==> config.mk <==
export PLATFORM = sky130hd
export DESIGN_NAME = gamma_target
export DESIGN_NICKNAME = d
export VERILOG_FILES = /design/src/logic/gamma_pkg.sv /design/src/logic/nvm_store.sv /design/src/logic/gamma_target.sv
export SDC_FILE = /design/constraint.sdc
export NUM_CORES = 2
export LEC_CHECK = 0
export BUFFER_PORTS_ARGS = -buffer_cell sky130_fd_sc_hd__buf_2
export CORE_UTILIZATION = 55
export DETAILED_ROUTE_END_ITERATION = 10
export PLACE_DENSITY = 0.72
export RECOVER_POWER = 50
export SETUP_SLACK_MARGIN = 0.5
export SLEW_MARGIN = 20
export SYNTH_ARGS = -nofsm -noshare
export SYNTH_HDL_FRONTEND = slang
export SYNTH_SLANG_ARGS = --single-unit
==> constraint.sdc <==
create_clock -name clock -period 5.43 [get_ports clock]
set_input_delay 0.543 -clock clock [delete_from_list [all_inputs] [get_ports clock]]
set_output_delay 0.543 -clock clock [all_outputs]
set_load 0.02 [all_outputs]
==> src/logic/gamma_pkg.sv <==
// Constants, types and helpers shared by the gamma reference target logic
// Behaviour
// Master writes a pointer byte, top bits 00, low six bits pick register.
// Data held and returned only for channels, 0x12, 0x13 and 0x3C-0x3F; code reads 0x3E as zero.
// Unused pointers 0x10, 0x11 and 0x14-0x17 read back as zero.
// After pointer, repeated start and read address; device acknowledges it.
// Read data is two bytes, high first; channel codes use low ten bits.
// Master acks first read byte, ends by nack, stop or start.
// Multiple read advances pointer after each acknowledged byte pair.
// Identity and write-count registers are read only singly by master.
// One nonvolatile word per transaction; further words are refused.
// Nonvolatile writes accept only gamma channels and the two common ones.
// Top data bits 01 select nonvolatile write; code is low ten bits.
// Word commits after second data byte; early stop or start aborts.
// Nonvolatile write loads register and output at once.
// Programming lasts up to 250 us; bus stays quiet meanwhile.
// Master acquires stored values first, then reads channel normally.
// Bank pin change reloads all 18 channels together after 750 us.
// Bank pin switches the active curve between bank zero and bank one.
// Channel write with bit 15 clear updates only the input register.
// Channel write with bit 15 set moves all inputs to outputs at once.
// Master writes all channels with bit 15 clear, then one with it set.
// Target address is 111010 plus the address-select pin level.
// Bank pin low picks bank zero, high bank one; power-up level counts.
// Pointer top bits 10 acquire all channels, 01 the addressed channel.
// Top two data bits choose volatile or nonvolatile write.
// Programming busy interval timed by own clock, at least 250 us.
// Bank reload delay timed by own clock, then all channels update.
package gamma_pkg;
  localparam int CLK_NS = 100;
  localparam int NVM_PROG_NS = 250000;
  localparam int NVM_PROG_CYC = (NVM_PROG_NS + CLK_NS - 1) / CLK_NS;
  localparam int BANK_LOAD_NS = 750000;
  localparam int BANK_LOAD_CYC = BANK_LOAD_NS / CLK_NS;
  localparam int ONE_ACQ_NS = 36000;
  localparam int ONE_ACQ_CYC = ONE_ACQ_NS / CLK_NS;
  localparam logic [13:0] POWERUP_CYC = 14'h0004;
  localparam int NCHAN = 20;
  localparam logic [4:0] LAST_IDX = 5'h13;
  localparam logic [9:0] CODE_DEFAULT = 10'h200;
  localparam logic [4:0] MAX_WRITES = 5'h10;
  localparam logic [5:0] PTR_LAST_GAMMA = 6'h0F;
  localparam logic [5:0] PTR_VCOM_ONE = 6'h12;
  localparam logic [5:0] PTR_VCOM_TWO = 6'h13;
  localparam logic [5:0] PTR_DIE_REV = 6'h3C;
  localparam logic [5:0] PTR_DIE_ID = 6'h3D;
  localparam logic [5:0] PTR_WCOUNT = 6'h3F;
  localparam logic [5:0] DEV_ADDR_HI = 6'h3A;
  localparam logic [7:0] GEN_CALL_BYTE = 8'h00;
  localparam logic [7:0] GEN_RESET_BYTE = 8'h06;
  localparam logic [1:0] CMD_REG = 2'h0;
  localparam logic [1:0] CMD_ONE_ACQ = 2'h1;
  localparam logic [1:0] CMD_ALL_ACQ = 2'h2;
  localparam logic [1:0] NVM_WRITE_SEL = 2'h1;
  localparam logic [3:0] BITS_PER_BYTE = 4'h8;
  // Arbitrary identity values
  localparam logic [15:0] DIE_ID_VAL = 16'h0A5C;
  localparam logic [15:0] DIE_REV_VAL = 16'h0001;

  typedef logic [9:0] code_t;
  typedef struct packed {
    code_t [15:0] gamma;
    code_t [1:0] vcom;
  } chan_out_s;
  typedef enum logic [2:0] {
    ST_IDLE, ST_ADDR, ST_ACK_ADDR, ST_WR, ST_ACK_WR, ST_RD, ST_ACK_RD
  } i2c_state_e;

  function automatic logic chan_ok(input logic [5:0] p);
    chan_ok = (p <= PTR_LAST_GAMMA) || (p == PTR_VCOM_ONE) ||
              (p == PTR_VCOM_TWO);
  endfunction : chan_ok
endpackage : gamma_pkg

==> src/logic/nvm_store.sv <==
// Two-bank nonvolatile word store with per-word write counts
`timescale 1ns/1ns
module nvm_store
  import gamma_pkg::*;
(
  // Clock and reset
  input wire logic clock,
  input wire logic rstn,
  // Write port
  input wire logic wr_en,
  input wire logic wr_bank,
  input wire logic [4:0] wr_idx,
  input wire code_t wr_code,
  // Read port
  input wire logic rd_bank,
  input wire logic [4:0] rd_idx,
  output code_t rd_code,
  output logic [4:0] rd_count
);
  code_t mem [2][NCHAN];
  logic [4:0] count_reg [2][NCHAN];

  genvar b, i;
  generate
    for (b = 0; b < 2; b++) begin : g_bank
      for (i = 0; i < NCHAN; i++) begin : g_word
        // Wear limit: writes past the last rewrite are dropped
        always_ff @(posedge clock or negedge rstn) begin
          if (!rstn) begin
            count_reg[b][i] <= 5'h00;
          end else if (wr_en && wr_bank == b && wr_idx == i &&
                       count_reg[b][i] != MAX_WRITES) begin
            count_reg[b][i] <= count_reg[b][i] + 5'h01;
          end
        end
        always_ff @(posedge clock) begin
          if (wr_en && wr_bank == b && wr_idx == i &&
              count_reg[b][i] != MAX_WRITES) begin
            mem[b][i] <= wr_code;
          end
        end
      end
    end
  endgenerate

  // Unprogrammed words read as mid-scale
  always_comb begin
    rd_code = CODE_DEFAULT;
    rd_count = 5'h00;
    if (rd_idx <= LAST_IDX) begin
      rd_count = count_reg[rd_bank][rd_idx];
      if (rd_count != 5'h00) begin
        rd_code = mem[rd_bank][rd_idx];
      end
    end
  end
endmodule : nvm_store

==> src/logic/gamma_target.sv <==
// Serial target, channel registers and nonvolatile sequencing
`timescale 1ns/1ns
module gamma_target
  import gamma_pkg::*;
#(
  parameter int BANK_LOAD_CYCLES = BANK_LOAD_CYC
) (
  // Clock and reset
  input wire logic clock,
  input wire logic rstn,
  // Serial link
  input wire logic scl_in,
  input wire logic sda_in,
  output logic sda_out,
  output logic sda_oe_n,
  // Straps
  input wire logic address_select_pin,
  input wire logic bank_select_pin,
  // Channel codes and status
  output chan_out_s chan_out,
  output logic nvm_busy
);
  logic [3:0] meta_reg, sync_reg;
  logic scl_d_reg, sda_d_reg;
  i2c_state_e state_reg;
  logic [3:0] bitcnt_reg;
  logic [7:0] shift_reg, tx_reg, msb_reg;
  logic rw_reg, gc_reg, nack_reg, sent_lo_reg, nvm_done_reg;
  logic [1:0] phase_reg, cmd_reg;
  logic cmd_valid_reg;
  logic [5:0] ptr_reg, wr_ptr_reg;
  code_t wr_code_reg;
  logic vol_pulse_reg, nvm_pulse_reg, xfer_reg, acq_pulse_reg;
  logic acq_all_reg, soft_rst_reg;
  logic [11:0] busy_cnt_reg;
  logic pend_reg, pend_all_reg, walk_reg, walk_all_reg, primed_reg;
  logic bank_prev_reg;
  logic [13:0] pend_cnt_reg;
  logic [4:0] walk_idx_reg, acq_idx_reg, max_reg;
  logic [3:0] wcount_reg;
  code_t in_reg [NCHAN];
  code_t out_reg [NCHAN];
  code_t rd_code, load_code;
  logic [4:0] rd_count, load_idx, cnt_now;
  logic scl, sda, asel, bank;
  logic scl_rise, scl_fall, start_det, stop_det;
  logic [15:0] rd_word;
  logic load_en, walk_last, xfer_all, out_one;

  // Pin synchronisers
  always_ff @(posedge clock or negedge rstn) begin
    if (!rstn) begin
      meta_reg <= 4'hF;
      sync_reg <= 4'hF;
      scl_d_reg <= 1'b1;
      sda_d_reg <= 1'b1;
    end else begin
      meta_reg <= {bank_select_pin, address_select_pin, sda_in, scl_in};
      sync_reg <= meta_reg;
      scl_d_reg <= sync_reg[0];
      sda_d_reg <= sync_reg[1];
    end
  end

  assign scl = sync_reg[0];
  assign sda = sync_reg[1];
  assign asel = sync_reg[2];
  assign bank = sync_reg[3];
  assign scl_rise = scl & ~scl_d_reg;
  assign scl_fall = ~scl & scl_d_reg;
  assign start_det = scl & scl_d_reg & sda_d_reg & ~sda;
  assign stop_det = scl & scl_d_reg & ~sda_d_reg & sda;
  assign sda_out = 1'b0;

  always_comb begin
    rd_word = 16'h0000;
    if (chan_ok(ptr_reg)) begin
      rd_word = {6'h00, in_reg[ptr_reg[4:0]]};
    end else if (ptr_reg == PTR_DIE_REV) begin
      rd_word = DIE_REV_VAL;
    end else if (ptr_reg == PTR_DIE_ID) begin
      rd_word = DIE_ID_VAL;
    end else if (ptr_reg == PTR_WCOUNT) begin
      rd_word = {12'h000, wcount_reg};
    end
  end

  // Serial protocol engine
  always_ff @(posedge clock or negedge rstn) begin
    if (!rstn) begin
      state_reg <= ST_IDLE;
      bitcnt_reg <= 4'h0;
      shift_reg <= 8'h00;
      tx_reg <= 8'h00;
      msb_reg <= 8'h00;
      rw_reg <= 1'b0;
      gc_reg <= 1'b0;
      nack_reg <= 1'b1;
      sent_lo_reg <= 1'b0;
      nvm_done_reg <= 1'b0;
      phase_reg <= 2'h0;
      cmd_reg <= CMD_REG;
      cmd_valid_reg <= 1'b0;
      ptr_reg <= 6'h00;
      wr_ptr_reg <= 6'h00;
      wr_code_reg <= CODE_DEFAULT;
      vol_pulse_reg <= 1'b0;
      nvm_pulse_reg <= 1'b0;
      xfer_reg <= 1'b0;
      acq_pulse_reg <= 1'b0;
      acq_all_reg <= 1'b0;
      soft_rst_reg <= 1'b0;
      sda_oe_n <= 1'b1;
    end else begin
      vol_pulse_reg <= 1'b0;
      nvm_pulse_reg <= 1'b0;
      acq_pulse_reg <= 1'b0;
      soft_rst_reg <= 1'b0;
      if (start_det || stop_det) begin
        if (stop_det && cmd_valid_reg) begin
          acq_pulse_reg <= 1'b1;
          acq_all_reg <= (cmd_reg == CMD_ALL_ACQ);
        end
        state_reg <= start_det ? ST_ADDR : ST_IDLE;
        bitcnt_reg <= 4'h0;
        phase_reg <= 2'h0;
        cmd_valid_reg <= 1'b0;
        nvm_done_reg <= 1'b0;
        sda_oe_n <= 1'b1;
      end else if (scl_rise) begin
        if (state_reg == ST_ADDR || state_reg == ST_WR) begin
          shift_reg <= {shift_reg[6:0], sda};
          bitcnt_reg <= bitcnt_reg + 4'h1;
        end else if (state_reg == ST_ACK_RD) begin
          nack_reg <= sda;
          if (!sda && sent_lo_reg) begin
            ptr_reg <= ptr_reg + 6'h01;
          end
        end
      end else if (scl_fall) begin
        case (state_reg)
          ST_ADDR: begin
            if (bitcnt_reg == BITS_PER_BYTE) begin
              bitcnt_reg <= 4'h0;
              if (busy_cnt_reg == 12'h000 &&
                  (shift_reg[7:1] == {DEV_ADDR_HI, asel} ||
                   shift_reg == GEN_CALL_BYTE)) begin
                sda_oe_n <= 1'b0;
                rw_reg <= shift_reg[0];
                gc_reg <= (shift_reg == GEN_CALL_BYTE);
                state_reg <= ST_ACK_ADDR;
              end else begin
                state_reg <= ST_IDLE;
              end
            end
          end
          ST_ACK_ADDR: begin
            if (rw_reg) begin
              sda_oe_n <= rd_word[15];
              tx_reg <= {rd_word[14:8], 1'b0};
              sent_lo_reg <= 1'b0;
              bitcnt_reg <= 4'h1;
              state_reg <= ST_RD;
            end else begin
              sda_oe_n <= 1'b1;
              state_reg <= ST_WR;
            end
          end
          ST_WR: begin
            if (bitcnt_reg == BITS_PER_BYTE) begin
              bitcnt_reg <= 4'h0;
              state_reg <= ST_ACK_WR;
              sda_oe_n <= 1'b0;
              if (gc_reg) begin
                if (shift_reg == GEN_RESET_BYTE) begin
                  soft_rst_reg <= 1'b1;
                end else begin
                  sda_oe_n <= 1'b1;
                  state_reg <= ST_IDLE;
                end
              end else if (phase_reg == 2'h0) begin
                ptr_reg <= shift_reg[5:0];
                cmd_reg <= shift_reg[7:6];
                cmd_valid_reg <= (shift_reg[7:6] == CMD_ONE_ACQ) ||
                                 (shift_reg[7:6] == CMD_ALL_ACQ);
                phase_reg <= 2'h1;
              end else if (phase_reg == 2'h1) begin
                msb_reg <= shift_reg;
                phase_reg <= 2'h2;
                if (nvm_done_reg) begin
                  sda_oe_n <= 1'b1;
                  state_reg <= ST_IDLE;
                end
              end else begin
                phase_reg <= 2'h1;
                ptr_reg <= ptr_reg + 6'h01;
                wr_ptr_reg <= ptr_reg;
                wr_code_reg <= {msb_reg[1:0], shift_reg};
                if (msb_reg[7:6] == NVM_WRITE_SEL) begin
                  if (chan_ok(ptr_reg) && !nvm_done_reg) begin
                    nvm_pulse_reg <= 1'b1;
                    nvm_done_reg <= 1'b1;
                  end
                end else begin
                  vol_pulse_reg <= 1'b1;
                  xfer_reg <= msb_reg[7];
                end
              end
            end
          end
          ST_ACK_WR: begin
            sda_oe_n <= 1'b1;
            state_reg <= ST_WR;
          end
          ST_RD: begin
            if (bitcnt_reg == BITS_PER_BYTE) begin
              sda_oe_n <= 1'b1;
              state_reg <= ST_ACK_RD;
            end else begin
              sda_oe_n <= tx_reg[7];
              tx_reg <= {tx_reg[6:0], 1'b0};
              bitcnt_reg <= bitcnt_reg + 4'h1;
            end
          end
          ST_ACK_RD: begin
            if (nack_reg) begin
              state_reg <= ST_IDLE;
            end else begin
              sent_lo_reg <= ~sent_lo_reg;
              sda_oe_n <= sent_lo_reg ? rd_word[15] : rd_word[7];
              tx_reg <= sent_lo_reg ? {rd_word[14:8], 1'b0} :
                                      {rd_word[6:0], 1'b0};
              bitcnt_reg <= 4'h1;
              state_reg <= ST_RD;
            end
          end
          default: state_reg <= ST_IDLE;
        endcase
      end
    end
  end

  // Programming busy interval
  always_ff @(posedge clock or negedge rstn) begin
    if (!rstn) begin
      busy_cnt_reg <= 12'h000;
      nvm_busy <= 1'b0;
    end else if (nvm_pulse_reg) begin
      busy_cnt_reg <= 12'(NVM_PROG_CYC);
      nvm_busy <= 1'b1;
    end else if (busy_cnt_reg != 12'h000) begin
      busy_cnt_reg <= busy_cnt_reg - 12'h001;
      nvm_busy <= (busy_cnt_reg != 12'h001);
    end
  end

  // Reload scheduling and bank walk
  assign cnt_now = (walk_all_reg && max_reg > rd_count) ? max_reg : rd_count;
  always_ff @(posedge clock or negedge rstn) begin
    if (!rstn) begin
      pend_reg <= 1'b1;
      pend_all_reg <= 1'b1;
      pend_cnt_reg <= POWERUP_CYC;
      walk_reg <= 1'b0;
      walk_all_reg <= 1'b0;
      walk_idx_reg <= 5'h00;
      acq_idx_reg <= 5'h00;
      max_reg <= 5'h00;
      wcount_reg <= 4'h0;
      primed_reg <= 1'b0;
      bank_prev_reg <= 1'b0;
    end else begin
      bank_prev_reg <= bank;
      if (soft_rst_reg) begin
        pend_reg <= 1'b1;
        pend_all_reg <= 1'b1;
        pend_cnt_reg <= POWERUP_CYC;
        primed_reg <= 1'b0;
      end else if (primed_reg && bank != bank_prev_reg) begin
        pend_reg <= 1'b1;
        pend_all_reg <= 1'b1;
        pend_cnt_reg <= 14'(BANK_LOAD_CYCLES);
      end else if (acq_pulse_reg) begin
        pend_reg <= 1'b1;
        pend_all_reg <= acq_all_reg;
        acq_idx_reg <= ptr_reg[4:0];
        pend_cnt_reg <= acq_all_reg ? 14'(BANK_LOAD_CYCLES) :
                                      14'(ONE_ACQ_CYC);
      end else if (pend_reg) begin
        if (pend_cnt_reg <= 14'h0001) begin
          pend_reg <= 1'b0;
          walk_reg <= 1'b1;
          walk_all_reg <= pend_all_reg;
          walk_idx_reg <= pend_all_reg ? 5'h00 : acq_idx_reg;
          max_reg <= 5'h00;
          primed_reg <= 1'b1;
        end else begin
          pend_cnt_reg <= pend_cnt_reg - 14'h0001;
        end
      end
      if (walk_reg) begin
        max_reg <= cnt_now;
        walk_idx_reg <= walk_idx_reg + 5'h01;
        if (walk_last) begin
          walk_reg <= 1'b0;
          wcount_reg <= (cnt_now == 5'h00) ? 4'h0 :
                        4'(cnt_now - 5'h01);
        end
      end
    end
  end

  assign walk_last = walk_reg & (~walk_all_reg | walk_idx_reg == LAST_IDX);
  assign load_en = walk_reg | nvm_pulse_reg |
                   (vol_pulse_reg & chan_ok(wr_ptr_reg));
  assign load_idx = walk_reg ? walk_idx_reg : wr_ptr_reg[4:0];
  assign load_code = walk_reg ? rd_code : wr_code_reg;
  assign xfer_all = (walk_last & walk_all_reg) |
                    (~walk_reg & vol_pulse_reg & xfer_reg);
  assign out_one = (walk_last & ~walk_all_reg) |
                   (~walk_reg & nvm_pulse_reg);

  nvm_store u_store (
    .clock(clock),
    .rstn(rstn),
    .wr_en(nvm_pulse_reg & ~walk_reg),
    .wr_bank(bank),
    .wr_idx(wr_ptr_reg[4:0]),
    .wr_code(wr_code_reg),
    .rd_bank(bank),
    .rd_idx(walk_idx_reg),
    .rd_code(rd_code),
    .rd_count(rd_count)
  );

  // Double-buffered channel registers
  genvar c;
  generate
    for (c = 0; c < NCHAN; c++) begin : g_chan
      always_ff @(posedge clock or negedge rstn) begin
        if (!rstn) begin
          in_reg[c] <= CODE_DEFAULT;
          out_reg[c] <= CODE_DEFAULT;
        end else begin
          if (load_en && load_idx == c) begin
            in_reg[c] <= load_code;
          end
          if (xfer_all) begin
            out_reg[c] <= (load_en && load_idx == c) ? load_code :
                                                       in_reg[c];
          end else if (out_one && load_idx == c) begin
            out_reg[c] <= load_code;
          end
        end
      end
    end
  endgenerate

  always_comb begin
    for (int k = 0; k < 16; k++) begin
      chan_out.gamma[k] = out_reg[k];
    end
    chan_out.vcom[0] = out_reg[PTR_VCOM_ONE[4:0]];
    chan_out.vcom[1] = out_reg[PTR_VCOM_TWO[4:0]];
  end
endmodule : gamma_target

==> impl.org <==
** Clock tree
- Later-pin clock latency in the skew report :: around 720 ps
- The clock passes through at most 3 buffers.
- Clock transition at the registers of the reported paths :: 60 ps
- TritonCTS built the clock tree.
- In this run, post-CTS repair resized a total of 0 instances.
- The tree built by TritonCTS fans out to 1107 sinks.
- The tree is rooted in a sky130_fd_sc_hd__clkbuf_16.
- In this run, CTS created clock tree buffers numbering between 100 and 150.
- CTS built an H-tree with a depth of 3.

** Timing
- The clock arrives with 39.2 ps of skew.
- Share of the cycle needed by the critical path after routing :: between 80% and 90%
- Setup repair after global routing missed its margin :: no
- The final count of pins violating max slew was 538.
- The hold violation count in the final report was 0.
- For this run, the top clock speed supported by timing is 215 MHz.
- Post-route minimum period :: 4640 ps
- Setup violations remaining at the end of the flow were counted as 0.
- Measured against its own limit, the worst slew margin works out to -75.4%.
- For the final routed database, the setup TNS stands at 0 ps.
- At the pin with the least slew margin, the transition time is 2630 ps.
- Hold is met by roughly 360 ps.

** Detailed routing
- The count of nets left with antenna violations once routing finished came out at 0.
- After detailed routing, the number of remaining DRC violations is 0.
- Wires add up to 134000 um.
- Dividing the detail-routed wire length by the instance count gives between 20 and 30 um.
- Dividing the detail-routed via count by the number of cells gives ~6.4.
- Detailed-routing iteration count for the pre-antenna-repair pass :: 6
- Number of vias in the routed layout :: 33700
- Starting DRC count in detailed routing :: 4037

** Global route
- Overall fraction of global-route tracks in use :: slightly below 30%
- Residual overflow from global routing :: 0
- Antenna violations before repair :: 2
- The number of global-route vias before repair came to 33300.
- Global-route wire length before repair :: 205000 um
- Entering global routing, the biggest net connects ~150 pins.

** Worst setup path
- Maximum fanout encountered on the critical timing path :: 53
- Data arrives at the worst endpoint at ~5200 ps.
- Startpoint type of the worst setup path :: flop
- STA puts the critical path data required time at 5980 ps.
- In this run the critical register-to-register path is captured at wcount_reg[3].
- Kind of critical path :: flop to flop
- Measured in cells, the most critical reg-to-reg path has a length of 14.
- Endpoint kind of the worst setup timing path :: flop
- The worst register-to-register path begins at walk_idx_reg[0].
- The setup check on the worst reg-to-reg path leaves a slack of 790 ps.

** Outcome
- Status :: finished, violations left
- Failing checks :: capacitance limit, slew limit

** Hold path
- In this run the most critical hold path is launched from meta_reg[1].
- Hold-critical path depth :: 0
- The worst hold path terminates at sync_reg[1].
- Tightest Hold Check Type :: flop to flop

** Power and ir drop
- Leakage power of the design :: 21.1 nW
- Largest voltage drop on the vdd net :: 0.398 mV
- PD cells :: 308 mW/mm^2
- Overall power consumption after layout is estimated at ~17 mW.

** Layout
- The library cells used most frequently in the layout, excluding fill and tap cells, are 650 x sky130_fd_sc_hd__dfrtp_1, 400 x sky130_fd_sc_hd__edfxtp_1, 338 x sky130_fd_sc_hd__a21oi_1.
- Leading cell type in the layout, fill and taps excluded :: sky130_fd_sc_hd__dfrtp_1
- After the last flow step, the layout net total stands at 4093.
- Fill cells in the final layout number 6596.
- The area growth from synthesis to layout is 12.7%.
- Cells with a size suffix above 1 make up 18.4% of the layout.
- Flip-flop count of the largest register after layout :: 400

** Logic synthesis
- For this run, asynchronously set or reset flops after synthesis account for 63.9%.
- The Yosys step of the flow raised 0 warnings.
- The number of nets in the synthesized netlist is ~3900.
- In this run the cell area of the synthesized design comes to about 0.05 mm^2.
- Number of synthesized flops with an enable pin :: 400
- Primary flip-flop cell chosen by synthesis mapping :: sky130_fd_sc_hd__dfrtp_1
- Post-synthesis sequential area ratio :: 59.8%
- Synthesis inferred roughly 1100 register bits.
- Instance count of the mapped netlist :: approximately 3800
- In this run, distinct cell masters in the synthesized netlist total 79.
- Avg Inst Size Synth :: 13.2 um^2

** Flow run
- Reported max-cap violation count :: 10

** Place
- Input and output buffers added on the ports amount to 187.
- The congestion estimate from routability-driven global placement came to between 0.9 and 1.
- Summed over all nets, the half-perimeter wirelength after detailed placement is 88400 um.

** Floorplan
- The die is 303 um tall.
- In this run the core area contains 109 standard-cell rows.
- Core region area :: 0.0889 mm^2
- Die span in x :: 303 um
- I/O pin cnt :: 189
- The initial utilization of the core area, before any placement, comes to a little under three fifths.
- The floorplan step defined a die boundary enclosing 0.0917 mm^2.
[critical path: stages, from the launching register on]
cell and delay [ps]:
sky130_fd_sc_hd__dfrtp_4 950, sky130_fd_sc_hd__nor3b_1 580, sky130_fd_sc_hd__a221oi_1 180, sky130_fd_sc_hd__a31oi_1 250, sky130_fd_sc_hd__a21oi_2 110, sky130_fd_sc_hd__or2_2 310
sky130_fd_sc_hd__ha_1 340, sky130_fd_sc_hd__a21oi_1 80, sky130_fd_sc_hd__a21o_1 170, sky130_fd_sc_hd__a21oi_1 320, sky130_fd_sc_hd__or2_2 210, sky130_fd_sc_hd__o21ai_0 190
sky130_fd_sc_hd__nor3_1 400, sky130_fd_sc_hd__mux2i_1 240, sky130_fd_sc_hd__a21oi_1 80
[synthesized netlist by cell type (22+ instances only)]
master                     instances  area share (%)
sky130_fd_sc_hd__a21oi_1         338             3.4
sky130_fd_sc_hd__a21oi_2          66             1.2
sky130_fd_sc_hd__a22oi_1          26            0.39
sky130_fd_sc_hd__buf_2            33            0.33
sky130_fd_sc_hd__buf_6            27            0.61
sky130_fd_sc_hd__clkbuf_1         97            0.73
sky130_fd_sc_hd__dfrtp_1         653              33
sky130_fd_sc_hd__dfstp_2          54             2.9
sky130_fd_sc_hd__edfxtp_1        400              24
sky130_fd_sc_hd__ha_1            100             2.5
sky130_fd_sc_hd__inv_1           122            0.92
sky130_fd_sc_hd__mux2_2           65             1.5
sky130_fd_sc_hd__mux2i_1          39            0.78
sky130_fd_sc_hd__mux4_2          194             8.8
sky130_fd_sc_hd__nand2_1         265             2.0
sky130_fd_sc_hd__nand3_1          26            0.26
sky130_fd_sc_hd__nand4_1          85             1.1
sky130_fd_sc_hd__nor2_1          240             1.8
sky130_fd_sc_hd__nor3_1           53            0.53
sky130_fd_sc_hd__nor4bb_1         32            0.64
sky130_fd_sc_hd__o21ai_0         158             1.6
sky130_fd_sc_hd__o21ai_1          22            0.22
sky130_fd_sc_hd__o22ai_1         194             2.4
sky130_fd_sc_hd__xnor2_1         171             3.0
[cell type report]
type | instances | area, um^2 | area share, %
Antenna cell | 1 | 2.50 | 0.00446
Clock buffer | 148 | 3200 | 5.72
Clock inverter | 67 | 848 | 1.51
Inverter | 123 | 462 | 0.824
Multi-Input combinational cell | 2333 | 18500 | 33.0
Sequential cell | 1107 | 29800 | 53.1
Tap cell | 1165 | 1460 | 2.60
Timing Repair Buffer | 309 | 1770 | 3.15
[per-layer routing]
metal	vias up	wire length [um]	GRT usage [%]	part of all wire, %
li1	14600	-	-	-
met1	17100	54700	42.7	41
met2	1702	61200	44.4	46
met3	309	12600	6.26	9.4
met4	2	5810	12.2	4.3
met5	-	13	0	0.0097
[through the flow]
stage / worst slack (ps) / util (%) / area [um^2] / std cells
2_1_floorplan: 1580 / - / 49700 / 3769
3_3_place_gp: 818 / 58.7 / 52200 / 5031
3_5_place_dp: 715 / 58.7 / 52200 / 5031
4_1_cts: 697 / 63.3 / 56300 / 5251
5_1_grt: 509 / 63.0 / 56000 / 5252
6_report: 786 / 63.0 / 56000 / 5253
[kinds of logic after synthesis]
kind of cell,count (synthesis),synth area share (%)
DFF,1107,59.8
adders and majority gates,100,2.52
and+or+nand+nor,819,8.05
other,1,0.00754
muxes,315,11.8
buffers and inverters,329,3.45
AOI/OAI and AO/OA,919,11.2
xor gates and xnor gates,179,3.15
[timing repair]
| item | 4_1_cts | 5_1_grt |
|---|---|---|
| buffers inserted | 0 | 1 |
| endpoints found under the hold margin | 78 | 0 |
| setup endpoints to repair | 0 | 3 |
| hold buffers | 5 | 0 |
[power by group]
group          total (mW)  internal, mW  switching, mW
clock network        8.35          5.01           3.34
logic               0.229        0.0634          0.165
registers            8.65          8.63         0.0248
total                17.2          13.7           3.53
[how the worst max path moves through the flow]
stage,slack (ps),startpoint,depth (start not counted),endpoint
6_report,790,walk_idx_reg[0],14,wcount_reg[3]
5_1_grt,510,walk_idx_reg[0],16,wcount_reg[3]
4_1_cts,700,sync_reg[3],15,wcount_reg[3]
3_5_place_dp,710,sync_reg[3],15,wcount_reg[3]
3_3_place_gp,820,sync_reg[3],15,wcount_reg[0]
2_1_floorplan,1580,sync_reg[3],19,wcount_reg[0]
(Power assumes the default switching activity.)
